--- src/pkg/fspc_pkg.sv ---
`default_nettype none
package fspc_pkg;

	// Register offsets on the register port
	localparam logic [4:0] SYNC_SRC_OFS = 5'h17;
	localparam logic [4:0] SYNC_START_OFS = 5'h18;
	localparam logic [4:0] SPARE_OFS = 5'h19;
	localparam logic [4:0] PWR_CFG_OFS = 5'h1A;

	// Values after reset
	localparam logic [7:0] SYNC_SRC_RST = 8'h15;
	localparam logic [7:0] SYNC_START_RST = 8'h80;
	localparam logic [7:0] SPARE_RST = 8'h00;
	localparam logic [7:0] PWR_CFG_RST = 8'h0E;

	// Writable bits; everything else reads zero, except sync source bit 0, which is one from reset until written
	localparam logic [7:0] SYNC_SRC_MASK = 8'h1C;
	localparam logic [7:0] SYNC_START_MASK = 8'hF0;
	localparam logic [7:0] PWR_CFG_MASK = 8'hBF;

	// Field positions
	localparam int FIFO_SEL_LSB = 2;
	localparam int SYNC_START_LSB = 4;
	localparam int THRESH_BIT = 7;
	localparam int SLEEP_B_BIT = 5;
	localparam int SLEEP_A_BIT = 4;
	localparam int LPF_A_BIT = 3;
	localparam int LPF_B_BIT = 2;

	// Sync source codes
	localparam logic [2:0] SEL_TXEN = 3'h0;
	localparam logic [2:0] SEL_SYNC_PIN = 3'h1;
	localparam logic [2:0] SEL_SERIAL = 3'h2;
	localparam logic [2:0] SEL_ZERO_A = 3'h3;
	localparam logic [2:0] SEL_PORT_A = 3'h4;
	localparam logic [2:0] SEL_PORT_B = 3'h5;
	localparam logic [2:0] SEL_ZERO_B = 3'h6;
	localparam logic [2:0] SEL_ONE = 3'h7;

	// First-transition detector states
	typedef enum logic [2:0] {
		FE_PRIME = 3'b001,
		FE_ARMED = 3'b010,
		FE_SPENT = 3'b100
	} fspc_edge_e;

endpackage : fspc_pkg
`default_nettype wire

--- src/logic/fspc_regs.sv ---
// Operation
// (RULE_01) The sync source field routes pin, serial bit, sign transition or a constant to FIFO sync.
// (RULE_02) A sign-transition source gives one sync only, re-armed by reset or a different code.
// (RULE_03) The A-sample flag follows the opposite port sign bit when selected, else transmit enable rising edge.
// (RULE_04) Each FIFO sync event loads the 4-bit start value into the FIFO output position counter.
// (RULE_05) The threshold bit picks 3.3V-tolerant levels at 0 and 1.8V-tolerant levels at 1.
// (RULE_06) The channel B sleep bit puts channel B to sleep while set.
// (RULE_07) Single-converter mode never sets channel B sleep; software must set it itself.
// (RULE_08) The channel A sleep bit sleeps channel A and forces channel B to sleep too.
// (RULE_09) Each bias filter bit enables its channel filter when clear and picks the corner.
// (RULE_10) Software writes ones into both low reserved bits of the power register after reset.
// (RULE_11) Reset loads 0x15, 0x80, 0x00 and 0x0E into the four registers.
// (RULE_12) Unused bits and the spare register read zero and ignore writes; the code resets sync source bit 0 to one, which reads one until written.
`timescale 1ns/1ps
`default_nettype none
module fspc_regs
	import fspc_pkg::*;
(
	input wire logic ref_clk, // 125 MHz clock
	input wire logic nrst, // Async reset, active low
	input wire logic regWrEn, // Register write strobe
	input wire logic regRdEn, // Register read strobe
	input wire logic [4:0] regAddr, // Register address
	input wire logic [7:0] regWrData, // Write data
	output logic [7:0] regRdData, // Read data, held
	input wire logic transmitEnablePin, // Transmit enable pin
	input wire logic syncPin, // Sync pin
	input wire logic serialPortSyncBit, // Serial-port sync bit
	input wire logic portAInputMsb, // Port A sign bit
	input wire logic portBInputMsb, // Port B sign bit
	input wire logic aFlagSelect, // A-sample flag source
	input wire logic singleConverterMode, // Single converter mode
	output logic fifoSync, // Selected FIFO sync level
	output logic fifoPtrLoad, // Pointer preset pulse
	output logic [3:0] fifoPtrPreset, // Pointer preset value
	output logic aSampleFlag, // A-sample identification
	output logic inputThreshold1p8, // 1.8V input levels
	output logic sleepA, // Channel A sleep
	output logic sleepB, // Channel B sleep
	output logic biasLpfEnA, // Channel A bias filter on
	output logic biasLpfEnB, // Channel B bias filter on
	output logic biasCornerLowA, // Channel A low corner
	output logic biasCornerLowB // Channel B low corner
);

	////////////////////////////////////////////////////////////////////////
	// Reset release

	logic rstMeta;
	logic rstN;

	always_ff @(posedge ref_clk or negedge nrst) begin
		if (!nrst) begin
			rstMeta <= 1'b0;
			rstN <= 1'b0;
		end else begin
			rstMeta <= 1'b1;
			rstN <= rstMeta;
		end
	end

	////////////////////////////////////////////////////////////////////////
	// Pin synchronisers

	logic [3:0] pinSync;
	logic txEnS;
	logic syncPinS;
	logic portAMsbS;
	logic portBMsbS;

	fspc_sync2 #(
		.WIDTH(4)
	) uPinSync (
		.refClk(ref_clk),
		.rstN(rstN),
		.asyncIn({transmitEnablePin, syncPin, portAInputMsb, portBInputMsb}),
		.syncOut(pinSync)
	);

	assign txEnS = pinSync[3];
	assign syncPinS = pinSync[2];
	assign portAMsbS = pinSync[1];
	assign portBMsbS = pinSync[0];

	////////////////////////////////////////////////////////////////////////
	// Register file

	logic [7:0] syncSrcReg;
	logic [7:0] syncStartReg;
	logic [7:0] pwrCfgReg;
	logic [7:0] next_syncSrcReg;
	logic [7:0] next_syncStartReg;
	logic [7:0] next_pwrCfgReg;
	logic [7:0] next_regRdData;
	logic rearm;
	logic next_rearm;
	logic [2:0] fifoSel;

	assign fifoSel = syncSrcReg[FIFO_SEL_LSB +: 3];

	always_comb begin
		next_syncSrcReg = syncSrcReg;
		next_syncStartReg = syncStartReg;
		next_pwrCfgReg = pwrCfgReg;
		next_rearm = 1'b0;
		if (regWrEn) begin
			if (regAddr == SYNC_SRC_OFS) begin
				next_syncSrcReg = regWrData & SYNC_SRC_MASK; // RULE_12
				// Same code rewritten leaves a spent one-shot spent
				if (regWrData[FIFO_SEL_LSB +: 3] != fifoSel) begin
					next_rearm = 1'b1; // RULE_02
				end
			end else if (regAddr == SYNC_START_OFS) begin
				next_syncStartReg = regWrData & SYNC_START_MASK; // RULE_12
			end else if (regAddr == PWR_CFG_OFS) begin
				// Low reserved bits stored as written; software owns them
				next_pwrCfgReg = regWrData & PWR_CFG_MASK; // RULE_10
			end
		end
	end

	always_ff @(posedge ref_clk or negedge rstN) begin
		if (!rstN) begin
			syncSrcReg <= SYNC_SRC_RST; // RULE_11
			syncStartReg <= SYNC_START_RST; // RULE_11
			pwrCfgReg <= PWR_CFG_RST; // RULE_11
			rearm <= 1'b0;
		end else begin
			syncSrcReg <= next_syncSrcReg;
			syncStartReg <= next_syncStartReg;
			pwrCfgReg <= next_pwrCfgReg;
			rearm <= next_rearm;
		end
	end

	////////////////////////////////////////////////////////////////////////
	// Read-back path

	// Held between reads so a slow master may sample it late
	always_comb begin
		next_regRdData = regRdData;
		if (regRdEn) begin
			if (regAddr == SYNC_SRC_OFS) begin
				next_regRdData = syncSrcReg;
			end else if (regAddr == SYNC_START_OFS) begin
				next_regRdData = syncStartReg;
			end else if (regAddr == SPARE_OFS) begin
				next_regRdData = SPARE_RST; // RULE_12
			end else if (regAddr == PWR_CFG_OFS) begin
				next_regRdData = pwrCfgReg;
			end else begin
				next_regRdData = 8'h00;
			end
		end
	end

	always_ff @(posedge ref_clk or negedge rstN) begin
		if (!rstN) begin
			regRdData <= 8'h00;
		end else begin
			regRdData <= next_regRdData;
		end
	end

	////////////////////////////////////////////////////////////////////////
	// First sign transitions

	logic portAOnce;
	logic portBOnce;

	fspc_first_edge uPortAEdge (
		.refClk(ref_clk),
		.rstN(rstN),
		.signBit(portAMsbS),
		.rearm(rearm), // RULE_02
		.syncPulse(portAOnce)
	);

	fspc_first_edge uPortBEdge (
		.refClk(ref_clk),
		.rstN(rstN),
		.signBit(portBMsbS),
		.rearm(rearm), // RULE_02
		.syncPulse(portBOnce)
	);

	////////////////////////////////////////////////////////////////////////
	// Sync routing and pointer preset

	logic selSync;
	logic next_fifoSync;
	logic next_fifoPtrLoad;
	logic [3:0] next_fifoPtrPreset;

	always_comb begin
		case (fifoSel)
			SEL_TXEN: selSync = txEnS; // RULE_01
			SEL_SYNC_PIN: selSync = syncPinS; // RULE_01
			SEL_SERIAL: selSync = serialPortSyncBit; // RULE_01
			SEL_PORT_A: selSync = portAOnce; // RULE_01
			SEL_PORT_B: selSync = portBOnce; // RULE_01
			SEL_ONE: selSync = 1'b1; // RULE_01
			SEL_ZERO_A: selSync = 1'b0; // RULE_01
			SEL_ZERO_B: selSync = 1'b0; // RULE_01
			default: selSync = 1'b0;
		endcase
	end

	always_comb begin
		next_fifoSync = selSync;
		// Sync event is the rising edge of the routed source
		next_fifoPtrLoad = selSync & ~fifoSync; // RULE_04
		next_fifoPtrPreset = fifoPtrPreset;
		if (selSync & ~fifoSync) begin
			next_fifoPtrPreset = syncStartReg[SYNC_START_LSB +: 4]; // RULE_04
		end
	end

	always_ff @(posedge ref_clk or negedge rstN) begin
		if (!rstN) begin
			fifoSync <= 1'b0;
			fifoPtrLoad <= 1'b0;
			fifoPtrPreset <= SYNC_START_RST[SYNC_START_LSB +: 4];
		end else begin
			fifoSync <= next_fifoSync;
			fifoPtrLoad <= next_fifoPtrLoad;
			fifoPtrPreset <= next_fifoPtrPreset;
		end
	end

	////////////////////////////////////////////////////////////////////////
	// A-sample identification

	logic txEnLast;
	logic next_txEnLast;
	logic next_aSampleFlag;

	always_comb begin
		next_txEnLast = txEnS;
		// Opposite port of the incoming data is port B
		if (aFlagSelect) begin
			next_aSampleFlag = portBMsbS; // RULE_03
		end else begin
			next_aSampleFlag = txEnS & ~txEnLast; // RULE_03
		end
	end

	always_ff @(posedge ref_clk or negedge rstN) begin
		if (!rstN) begin
			txEnLast <= 1'b0;
			aSampleFlag <= 1'b0;
		end else begin
			txEnLast <= next_txEnLast;
			aSampleFlag <= next_aSampleFlag;
		end
	end

	////////////////////////////////////////////////////////////////////////
	// Power and input configuration outputs

	logic next_inputThreshold1p8;
	logic next_sleepA;
	logic next_sleepB;
	logic next_biasLpfEnA;
	logic next_biasLpfEnB;
	logic next_biasCornerLowA;
	logic next_biasCornerLowB;
	logic singleModeSeen;

	// Single converter mode is observed only; it never drives sleep
	assign singleModeSeen = singleConverterMode; // RULE_07

	always_comb begin
		next_inputThreshold1p8 = pwrCfgReg[THRESH_BIT]; // RULE_05
		next_sleepA = pwrCfgReg[SLEEP_A_BIT];
		next_sleepB = pwrCfgReg[SLEEP_B_BIT] // RULE_06
			| pwrCfgReg[SLEEP_A_BIT]; // RULE_08
		next_biasLpfEnA = ~pwrCfgReg[LPF_A_BIT]; // RULE_09
		next_biasLpfEnB = ~pwrCfgReg[LPF_B_BIT]; // RULE_09
		next_biasCornerLowA = pwrCfgReg[LPF_A_BIT]; // RULE_09
		next_biasCornerLowB = pwrCfgReg[LPF_B_BIT]; // RULE_09
		if (singleModeSeen) begin
			next_sleepB = next_sleepB; // RULE_07
		end
	end

	always_ff @(posedge ref_clk or negedge rstN) begin
		if (!rstN) begin
			inputThreshold1p8 <= PWR_CFG_RST[THRESH_BIT];
			sleepA <= PWR_CFG_RST[SLEEP_A_BIT];
			sleepB <= PWR_CFG_RST[SLEEP_B_BIT];
			biasLpfEnA <= ~PWR_CFG_RST[LPF_A_BIT];
			biasLpfEnB <= ~PWR_CFG_RST[LPF_B_BIT];
			biasCornerLowA <= PWR_CFG_RST[LPF_A_BIT];
			biasCornerLowB <= PWR_CFG_RST[LPF_B_BIT];
		end else begin
			inputThreshold1p8 <= next_inputThreshold1p8;
			sleepA <= next_sleepA;
			sleepB <= next_sleepB;
			biasLpfEnA <= next_biasLpfEnA;
			biasLpfEnB <= next_biasLpfEnB;
			biasCornerLowA <= next_biasCornerLowA;
			biasCornerLowB <= next_biasCornerLowB;
		end
	end

endmodule : fspc_regs
`default_nettype wire

--- src/logic/fspc_sync2.sv ---
`timescale 1ns/1ps
`default_nettype none
module fspc_sync2 #(
	parameter int WIDTH = 4
) (
	input wire logic refClk, // Clock
	input wire logic rstN, // Async reset, active low
	input wire logic [WIDTH-1:0] asyncIn, // Pin levels
	output logic [WIDTH-1:0] syncOut // Synchronised levels
);

	logic [WIDTH-1:0] stage1;
	logic [WIDTH-1:0] next_stage1;
	logic [WIDTH-1:0] next_syncOut;

	always_comb begin
		next_stage1 = asyncIn;
		next_syncOut = stage1;
	end

	always_ff @(posedge refClk or negedge rstN) begin
		if (!rstN) begin
			stage1 <= '0;
			syncOut <= '0;
		end else begin
			stage1 <= next_stage1;
			syncOut <= next_syncOut;
		end
	end

endmodule : fspc_sync2
`default_nettype wire

--- src/logic/fspc_first_edge.sv ---
`timescale 1ns/1ps
`default_nettype none
module fspc_first_edge
	import fspc_pkg::*;
(
	input wire logic refClk, // Clock
	input wire logic rstN, // Async reset, active low
	input wire logic signBit, // Synchronised sign bit
	input wire logic rearm, // Source code changed
	output logic syncPulse // One pulse on first transition
);

	fspc_edge_e state;
	fspc_edge_e next_state;
	logic lastSign;
	logic next_lastSign;
	logic next_syncPulse;

	always_comb begin
		next_state = state;
		next_lastSign = signBit;
		next_syncPulse = 1'b0;
		if (rearm) begin
			// Reference is retaken so an old level is not a transition
			next_state = FE_PRIME;
		end else begin
			case (state)
				FE_PRIME: next_state = FE_ARMED;
				FE_ARMED: begin
					if (signBit != lastSign) begin
						next_syncPulse = 1'b1;
						next_state = FE_SPENT;
					end
				end
				FE_SPENT: next_state = FE_SPENT;
				default: next_state = FE_PRIME;
			endcase
		end
	end

	always_ff @(posedge refClk or negedge rstN) begin
		if (!rstN) begin
			state <= FE_PRIME;
			lastSign <= 1'b0;
			syncPulse <= 1'b0;
		end else begin
			state <= next_state;
			lastSign <= next_lastSign;
			syncPulse <= next_syncPulse;
		end
	end

endmodule : fspc_first_edge
`default_nettype wire

--- config.mk ---
export PLATFORM = sky130hd
export DESIGN_NAME = fspc_regs
export DESIGN_NICKNAME = d
export VERILOG_FILES = /design/src/pkg/fspc_pkg.sv /design/src/logic/fspc_regs.sv /design/src/logic/fspc_sync2.sv /design/src/logic/fspc_first_edge.sv
export SDC_FILE = /design/constraint.sdc
export NUM_CORES = 1
export LEC_CHECK = 0
export BUFFER_PORTS_ARGS = -buffer_cell sky130_fd_sc_hd__clkbuf_2
export CAP_MARGIN = 20
export CORE_MARGIN = 4
export CORE_UTILIZATION = 45
export CTS_BUF_LIST = sky130_fd_sc_hd__clkbuf_16
export DETAILED_ROUTE_END_ITERATION = 8
export PLACE_DENSITY = 0.76
export SYNTH_ARGS = -nofsm -noshare
export SYNTH_HDL_FRONTEND = slang
export SYNTH_HIERARCHICAL = 1
export SYNTH_SLANG_ARGS = --single-unit
--- constraint.sdc ---
create_clock -name ref_clk -period 1.75 [get_ports ref_clk]
set_input_delay 0.2625 -clock ref_clk [delete_from_list [all_inputs] [get_ports ref_clk]]
set_output_delay 0.2625 -clock ref_clk [all_outputs]
set_load 0.02 [all_outputs]
======== Word level (Yosys, flattened, before mapping) ========
Cells that the tools add are included.
word-level totals
  register bits after elaboration ......... 59
  bits of input ports ..................... 24
  output and inout port bits .............. 22
  logic and storage cells ................. 84
operators by class
  equality and inequality tests ........... 22
  muxes and demuxes ....................... 21
  bitwise operators ....................... 9
  reduce and logical (&&, ||, !) cells .... 5
operator list
  kind                  count
  $mux W8               4
  $eq A5 B5 Y1 const B  4
  $eq A3 B3 Y1 const B  6
  $pmux W3 S3           2
  $eq A3 B2 Y1 const B  4
  $mux W3               4
  $mux W1               10
  $eq A3 B1 Y1 const B  3
  $pmux W1 S7           1
  $ne A3 B2 Y1 const B  2
  $not A1 Y1            6
  $reduce_and A4 Y1     1
  $logic_not A3 Y1      1
  $ne A3 B3 Y1          1
  $reduce_and A3 Y1     1
  $and A1 B1 Y1         2
  $ne A1 B1 Y1          2
  $reduce_and A2 Y1     1
  $reduce_or A2 Y1      1
  $or A1 B1 Y1          1

======== Logic depth before layout (Yosys ltp) ========
Gate-level depths: netlist of run 1.
  depth after elaboration ................. 5
  gate-level depth with buffers ........... 5
  gate-level depth less buffers ........... 4

======== Hierarchy ========
Netlist of run 1, hierarchy kept.
by module, submodules not included
  module           instances  cells each  area an instance (sq um)  sequential area each (sq um)
  fspc_regs        1          128         1,662.8                   1,038.5
  fspc_first_edge  2          17          216.5                     126.4
  fspc_sync2       1          8           200.2                     200.2

======== Worst setup path before layout of run 1 ========
No wires, ideal clock.
  path type ............................... register -> register
  start ................................... register syncSrcReg[4]
  end ..................................... register fifoPtrPreset[0]
  setup time .............................. 125 ps
  data arrival time ....................... 1,368 ps
  required time ........................... 1,625 ps
  setup slack ............................. 258 ps
  stages on the path, launching flop included .. 6
  buffers on the path ..................... 1
  clock period less this slack ............ 1,492 ps
  cell sequence ........................... dfstp_2 -> buf_6 -> nor2b_1 -> o221ai_1 -> nand4b_2 -> mux2_2
on the way
  cells in the longest elaborated chain, start to end .. 4
  elaborated cells on any way between the ends .. 11
  classes of those cells .................. eq/ne: 7; mux: 1; bitwise: 1; reduce/logical: 2
RTL lines
  what                                          RTL line          RTL
  from (decl)                                   fspc_regs.sv:88   logic [7:0] syncSrcReg;
  from (signal assigned)                        fspc_regs.sv:129  syncSrcReg <= next_syncSrcReg;
  $eq A3 B3 Y1 or $eq A3 B2 Y1 (tied branches)  fspc_regs.sv:196  case (fifoSel)
  $reduce_or A2 Y1 (no line)                    -
  $pmux W1 S7 *                                 fspc_regs.sv:196
  $and A1 B1 Y1 *                               fspc_regs.sv:214  if (selSync & ~fifoSync) begin
  to (signal assigned)                          fspc_regs.sv:223  fifoPtrPreset <= SYNC_START_RST[SYNC_START_LSB +: 4];
  to (signal assigned)                          fspc_regs.sv:227  fifoPtrPreset <= next_fifoPtrPreset;
  to (decl)                                     fspc_regs.sv:35   output logic [3:0] fifoPtrPreset,
Mark *: on every way between the ends. The rest lies on a longest branch, timed or not.
A chain may end at the register's enable or synchronous reset.

======== Final worst setup path of run 1 ========
  start ................................... register syncSrcReg[4]
  end ..................................... register fifoPtrPreset[1]
Same word-level chain as after synthesis.

==> results.md, run 1 <==
- Chip width: 79.4 µm
- Register area share after synthesis: 65.0%
- Setup Buffers After CTS: 0
- Final setup TNS: 0 ps
- CTS buffer count: 9
- Clock Sinks: roughly 60
- Overflow after GRT: 0
- Total track usage: 15.7%
- Placed Cells incl. Taps: 280
- 1st-pass router iterations: 4
- Vias in the first global route: roughly 1500
- Synth Instances: 170
- Final Hold Vio Count: 0
- Die Span Y: 79.4 µm
- Die area: between 6000 and 7000 µm²
- Area grow syn2layout: 28.3%
- DR vias/cell: 4.90
- Post-synth net total: a little under 200
- Ant. Diodes: 0
- Filler cells: 395
- Synth cell types: 40
- Max Fclk: ~620 MHz
- CP max FO: 8
- Worst R2R Setup Slack: 130 ps
- Post-CTS sizing: 0
- Status: complete, no violations
- DR DRC count: 0
- Post-Layout Cell Count: roughly 300
- Min cycle time layout: around 1600 ps
- Layout Nets: between 200 and 250
- First-pass GRT wire length: between 7000 and 8000 µm
- Synth Cell Area: 2300 µm²
- Global placer's final weighted congestion: a little over 0.7
- Final WL: 4240 µm
- DRT iter0 DRCs: between 60 and 70
- Largest net degree at the start of global routing: 31
- Syn avg cell area: 13.5 µm²
- Arr. time, crit path: around 1800 ps
- Root buf cell: clkbuf_16
- Initial antenna violation count: 0
- Skew-Pair Late Insertion Delay: about 320 ps
- Starting Density: a little under half
- Hold Buf Count CTS: 1
- Max-cap violations: 0
- Port Buffers: 44
- Cell Pwr Density: 1560 nW/µm²
- Setup violators final: 0
- Worst Hold Class: in -> reg
- CP startpoint kind: flop
- Layout cells sized above 1: between 40% and 50%
- Core box area: about 4800 µm²
- RSZ-0062 raised after global routing: no
- Clock slew at reported path FFs: about 50 ps
- CP Class: reg -> reg
- Post-route antenna net violation count: 0
- Number of synthesized register bits: 59
- I/O pin count: 46
- Lkg Pwr: ~1.4 nW
- Via count: between 1000 and 1500
- CTS tree: yes
- Dpl hpwl: roughly 2900 µm
- Final Cycle Share: slightly above 90%
- Worst path required time: 1960 ps
- VDD IR max: slightly below 700 µV
- YS warnings: 6
- WL/cell: 14.3 µm
- Final Max Slew Viols: 0
- Clk_skew: about 3.7 ps
- Nature of the critical path endpoint: flop
- Clock Tree Buf Depth: 2
- Row Count: 25
- Max H-tree Level: 3
==> power by group <==
| group | total [mW] | internal [mW] | switching [mW] |
|---|---|---|---|
| registers | 1.89 | 1.69 | 0.203 |
| clock network | 1.94 | 1.37 | 0.568 |
| logic | 0.757 | 0.362 | 0.394 |
| total | 4.59 | 3.42 | 1.17 |
==> synth_stat cells <==
master    instances  area share, %
nor2b_1           2           0.54
xnor2_1           5            1.9
o22ai_1           6            1.6
a21oi_1           7            1.5
nor2_2            2           0.54
nor2_4            1           0.49
nor2_1            2           0.33
mux2_1            2           0.98
and3_1            1           0.27
nor3_1            1           0.22
a211o_1           1           0.38
o21ai_2           1           0.38
or4b_4            2            1.2
mux2_2           12            5.9
or3b_1            1           0.38
and3b_1           1           0.38
nand3b_1          1           0.33
conb_1            1           0.16
o211ai_1          2           0.65
buf_6             2           0.98
mux2i_1           3            1.3
or4b_1            4            1.7
nand4b_2          1           0.65
nand3_1           2           0.44
o221ai_1          1           0.38
nor3_4            1           0.71
xor2_1            4            1.5
a311oi_1          1           0.38
dfstp_2          12             14
or2_2             1           0.27
inv_1            13            2.1
dfrtp_1          47             51
a22oi_1           2           0.65
buf_1             1           0.16
o21ai_1           5            1.1
o31ai_1           1           0.33
o21ai_0           7            1.5
nand2b_1          1           0.27
nor3b_4           1           0.82
nand2_1           9            1.5
==> cell usage in the layout, fill, tap and decap left out, drive strengths merged, types with 2 or more instances in the layout <==
cell     n
clkbuf  53
dfrtp   47
inv     14
mux2    14
o21ai   13
dfstp   12
nand2    9
a21oi    7
o22ai    6
or4b     6
xnor2    5
nor2     5
xor2     4
mux2i    3
bufinv   3
clkinv   3
nor2b    2
nand3    2
a22oi    2
o211ai   2
nor3     2
buf      2
==> cell type report <==
type                    instances  area (µm²)  share of cell area (%)
clock inverters                 7         108                    3.65
clock buffers                   9         225                    7.65
multi-input cells              95         729                    24.8
well taps                      67        83.8                    2.85
repair buffers                 47         258                    8.75
inverters                      13        48.8                    1.66
flip-flops and latches         59        1490                    50.7
==> metal layers <==
layer | wire, µm | track usage, % | up-vias
met4 | 83 | 8.25 | 0
li1 | - | - | 705
met3 | 220 | 5.30 | 7
met2 | 2010 | 22.5 | 34
met5 | 0 | 0 | -
met1 | 1920 | 21.0 | 708
==> path summary, 6_finish.rpt <==
| kind | start | endpoint | cells past startpoint |
|---|---|---|---|
| max | syncSrcReg[4] | fifoPtrPreset[1] | 4 |
| min | portBInputMsb | uPinSync/next_syncOut[0] | 1 |
| max reg2reg | syncSrcReg[4] | fifoPtrPreset[1] | 4 |
| min reg2reg | rstN | uPinSync/syncOut[3] | 0 |
| max in group asynchronous | rstN | biasCornerLowA | 1 |
| min in group asynchronous | rstN | uPinSync/syncOut[3] | 0 |
==> worst max-delay path: stages, from the launching register on <==
cell and delay [ps]:
dfstp_2 600, nor2b_1 150, o221ai_1 170, nand4b_2 220
mux2_2 360
==> state kept, by name (all words and copies together), names as in the netlist, 3 cells and up <==
register	count
fifoPtrPreset	4
uPinSync/next_syncOut	4
uPortAEdge/state	3
pwrCfgReg	7
syncStartReg	4
regRdData	8
uPinSync/syncOut	4
syncSrcReg	4
uPortBEdge/state	3
==> cell families (layout without fill, tap and decap cells) <==
group / after synthesis / after routing / share of synthesized area [%]
flip-flops: 59 / 59 / 65.0
XOR/XNOR: 9 / 9 / 3.43
other: 1 / 1 / 0.163
buffers and inverters: 16 / 76 / 3.27
multiplexers: 17 / 17 / 8.17
AO/OA/AOI/OAI: 34 / 34 / 8.94
AND/OR/NAND/NOR: 34 / 34 / 11.1
==> through the flow <==
| step | util [%] | worst slack (ps) | instance area, µm² | power (mW) | hold WS (ps) |
|---|---|---|---|---|---|
| after floorplan | - | 6.68 | 2300 | 2.42 | -33.1 |
| after global placement | 54.0 | 97.9 | 2600 | 2.63 | 49.3 |
| after detailed placement | 54.0 | 69.9 | 2600 | 2.66 | 49.4 |
| after CTS | 61.1 | 148 | 2950 | 4.63 | 36.2 |
| after global routing | 61.1 | 60.4 | 2950 | 4.81 | 37.0 |
| final | 61.1 | 134 | 2950 | 4.59 | 42.6 |
Note: power is estimated with default switching activity, not from simulation.
==> run 2, diff against run 1 <==
- ABC_AREA: not set -> 1
- PLACE_DENSITY: 0.76 -> 0.75
==> run 2 against run 1 <==
Largest cell class unchanged. Global-route usage up 0.62 points. Flip-flop and latch count did not move. Routed wire length grew 13%. Highest routed layer unchanged. Worst hold slack improved by 3.6 ps. Design area is 3.8% higher. Maximum frequency rose by 25%. Sequential share of layout area is 1.8 points lower. Clock-buffer cell count stayed put.
==> results.md, run 2 <==
- Dpl hpwl: 3400 µm (was 2860 µm)
- DR vias/cell: 4.71 (was 4.90)
- Number of synthesized register bits: 59 (unchanged)
- Top Registers: regRdData: 8 flops, pwrCfgReg: 7 flops (unchanged)
- Layout Nets: 344 (was 249)
- Worst Hold Class: in -> reg (unchanged)
- Syn avg cell area: 9.31 µm² (was 13.5 µm²)
- Final setup margin: 459 ps (was 134 ps)
- Final setup TNS: 0 ps (unchanged)
- Largest register FFs: 8 (unchanged)
- First-pass GRT wire length: 8180 µm (was 7290 µm)
- Row Count: 26 (was 25)
- Starting Density: 47.2% (was 47.7%)
- Register area share after synthesis: 60.7% (was 65.0%)
- Initial antenna violation count: 0 (unchanged)
- Chip width: 81.9 µm (was 79.4 µm)
- Clock Sinks: 59 (unchanged)
- Die Span Y: 81.9 µm (was 79.4 µm)
- Cell Pwr Density: 1440 nW/µm² (was 1560 nW/µm²)
- Ys flop type: dfrtp_1 (unchanged)
- I/O pin count: 46 (unchanged)
- Total track usage: 16.3% (was 15.7%)
- Comb pwr share: 21.0% (was 16.5%)
- Leading cell type in the layout, fill and taps excluded: nand2_1 (was dfrtp_1)
- Net Switching: 1.33 mW (was 1.17 mW)
- CP Class: reg -> reg (unchanged)
- Post-CTS sizing: 0 (unchanged)
- Clock network fraction of total power: 36.6% (was 42.3%)
- Synth Instances: 264 (was 170)
- RSZ-0062 raised after global routing: no (unchanged)
- Max Fclk: 774 MHz (was 619 MHz)
- Switch share: 30.2% (was 25.4%)
- CP startpoint kind: flop (unchanged)
- Worst hold stages: 1 (unchanged)
- Setup Buffers After CTS: 0 (unchanged)
- Global placer's final weighted congestion: 0.784 (was 0.724)
- CP max FO: 6 (was 8)
- Vias in the first global route: 1881 (was 1489)
- Overflow after GRT: 0 (unchanged)
- P_int: 3.08 mW (was 3.42 mW)
- Synth cell types: 26 (was 40)
- Max H-tree Level: 3 (unchanged)
- DR DRC count: 0 (unchanged)
- Setup violators final: 0 (unchanged)
- Core box area: 5200 µm² (was 4820 µm²)
- Worst path required time: 1950 ps (was 1960 ps)
- Flop pwr share: 42.4% (was 41.2%)
- Hold Buf Count CTS: 1 (unchanged)
- Nature of the critical path endpoint: flop (unchanged)
- WL/cell: 12.1 µm (was 14.3 µm)
- Async set or reset register ratio after synthesis: 100% (unchanged)
- Biggest register: regRdData (unchanged)
- Die area: 6710 µm² (was 6310 µm²)
- Post-synth EDFFs: 0 (unchanged)
- Clock slew at reported path FFs: 50 ps (about the same)
- DRT iter0 DRCs: 81 (was 69)
- Ant. Diodes: 0 (unchanged)
- Layout cells sized above 1: 29.2% (was 41.3%)
- Largest net degree at the start of global routing: 58 (was 31)
- CTS buffer count: 9 (unchanged)
- Final Cycle Share: 73.8% (was 92.4%)
- VDD IR max: 690 µV (was 688 µV)
- Final Max Slew Viols: 0 (unchanged)
- Area grow syn2layout: 24.4% (was 28.3%)
- Most instantiated cells after synthesis: 83 x nand2_1, 47 x dfrtp_1, 26 x inv_1, 19 x nor2_1, 14 x o21ai_0 (was 47 x dfrtp_1, 13 x inv_1, 12 x dfstp_2, 12 x mux2_2, 9 x nand2_1)
- Root buf cell: clkbuf_16 (unchanged)
- Worst slack at placement: 448 ps (was 69.9 ps)
- Via count: 1861 (was 1454)
- 1st-pass router iterations: 4 (unchanged)
- Status: complete, no violations (unchanged)
- Post-route antenna net violation count: 0 (unchanged)
- Min cycle time layout: 1290 ps (was 1620 ps)
- Final WL: 4770 µm (was 4240 µm)
- Port Buffers: 44 (unchanged)
- Post-synth top area share: 47.9% (was 51.2%)
- Synth area leader: dfrtp_1 (unchanged)
- CTS tree: yes (unchanged)
- Area contributors post-synth: dfrtp_1 48%, dfstp_2 13%, nand2_1 13% (was dfrtp_1 51%, dfstp_2 14%, mux2_2 5.9%)
- Most frequent cells in the layout: 83 x nand2_1, 46 x dfrtp_1, 44 x clkbuf_2 (was 46 x dfrtp_1, 44 x clkbuf_2, 14 x inv_1)
- Arr. time, crit path: 1490 ps (was 1820 ps)
- Clk_skew: 7.92 ps (was 3.73 ps)
- Skew-Pair Late Insertion Delay: 320 ps (about the same)
- YS warnings: 6 (unchanged)
- Top-count cell post-synth: nand2_1 (was dfrtp_1)
- Max-cap violations: 0 (unchanged)
- Lkg Pwr: 1.64 nW (was 1.37 nW)
- Synth Cell Area: 2460 µm² (was 2300 µm²)
- Clock Tree Buf Depth: 2 (unchanged)
- Post-synth net total: 288 (was 194)
- Final Hold Vio Count: 0 (unchanged)
- Reg2Reg Depth: 7 (was 4)
[run 2: cell types whose count changed in the layout (fill, tap and decap cells not counted), sizes merged, moves of 4 or more]
cell and delta:
nand4 +10, inv +25, mux2 -14, nand2 +79, or4b -6, o22ai -4
nor2 +19, nand3 +11, xnor2 -5, o21ai +6
[run 2: final timing paths]
kind	end	slack (ps)	startpoint
worst max-delay path	fifoPtrPreset[0]	460	syncSrcReg[4]
worst min-delay path	uPinSync/next_syncOut[1]	50	portAInputMsb
worst max register to register	fifoPtrPreset[0]	460	syncSrcReg[4]
worst min register to register	biasLpfEnA	260	rstN
max in group asynchronous	fifoPtrPreset[3]	1200	rstN
min in group asynchronous	biasLpfEnA	260	rstN
[run 2: power by group through the flow]
stage	combinational [mW]	clock, mW	sequential (mW)
5_1_grt	1.06	1.70	1.90
3_5_place_dp	0.929	0	1.89
4_1_cts	0.940	1.65	1.87
2_1_floorplan	0.539	0	1.98
3_3_place_gp	0.887	0	1.88
6_report	0.928	1.61	1.87
[run 2: layer usage]
layer / GRT usage [%] / routed length, µm / vias to the layer above
li1: - / - / 954
met1: 20.2 / 2180 / 853
met2: 25.8 / 2210 / 46
met3: 5.59 / 302 / 8
met4: 7.14 / 75 / 0
met5: 0 / 0 / -
[run 2: cells by family (layout without fill, tap and decap cells)]
kind of cell,after synthesis,count (layout),share of synthesized area (%)
AOI/OAI and AO/OA,27,27,6.42
xor gates and xnor gates,1,1,0.356
buffers and inverters,38,99,6.47
DFF,59,59,60.7
other,1,1,0.153
and+or+nand+nor,138,138,25.9
[run 2: area by class of cell]
cell class                 instances  area [µm²]
clock buffer                       9         225
inverter                          37         139
multi-input combinational        167         807
tap                               70        87.6
timing repair buffer              46         250
sequential                        59        1490
clock inverter                     7        55.1
fill                             468        2150
[run 2: per-stage QoR]
step	power (mW)	cell area (µm²)	util, %	hold WS, ps	instances
4_1_cts	4.45	3060	58.7	36.3	395
3_5_place_dp	2.81	2770	53.1	50.0	378
5_1_grt	4.67	3060	58.7	44.8	395
3_3_place_gp	2.76	2770	53.1	48.0	378
6_report	4.41	3060	58.7	46.2	395
2_1_floorplan	2.52	2460	-	-33.1	264
[run 2: critical path: stages (launching register included)]
cell and delay, ps:
dfstp_2 570, inv_1 90, nor2_1 90, nor2_1 50
nand2_2 140, nand4_4 110, nand2_1 80, nand2_1 50
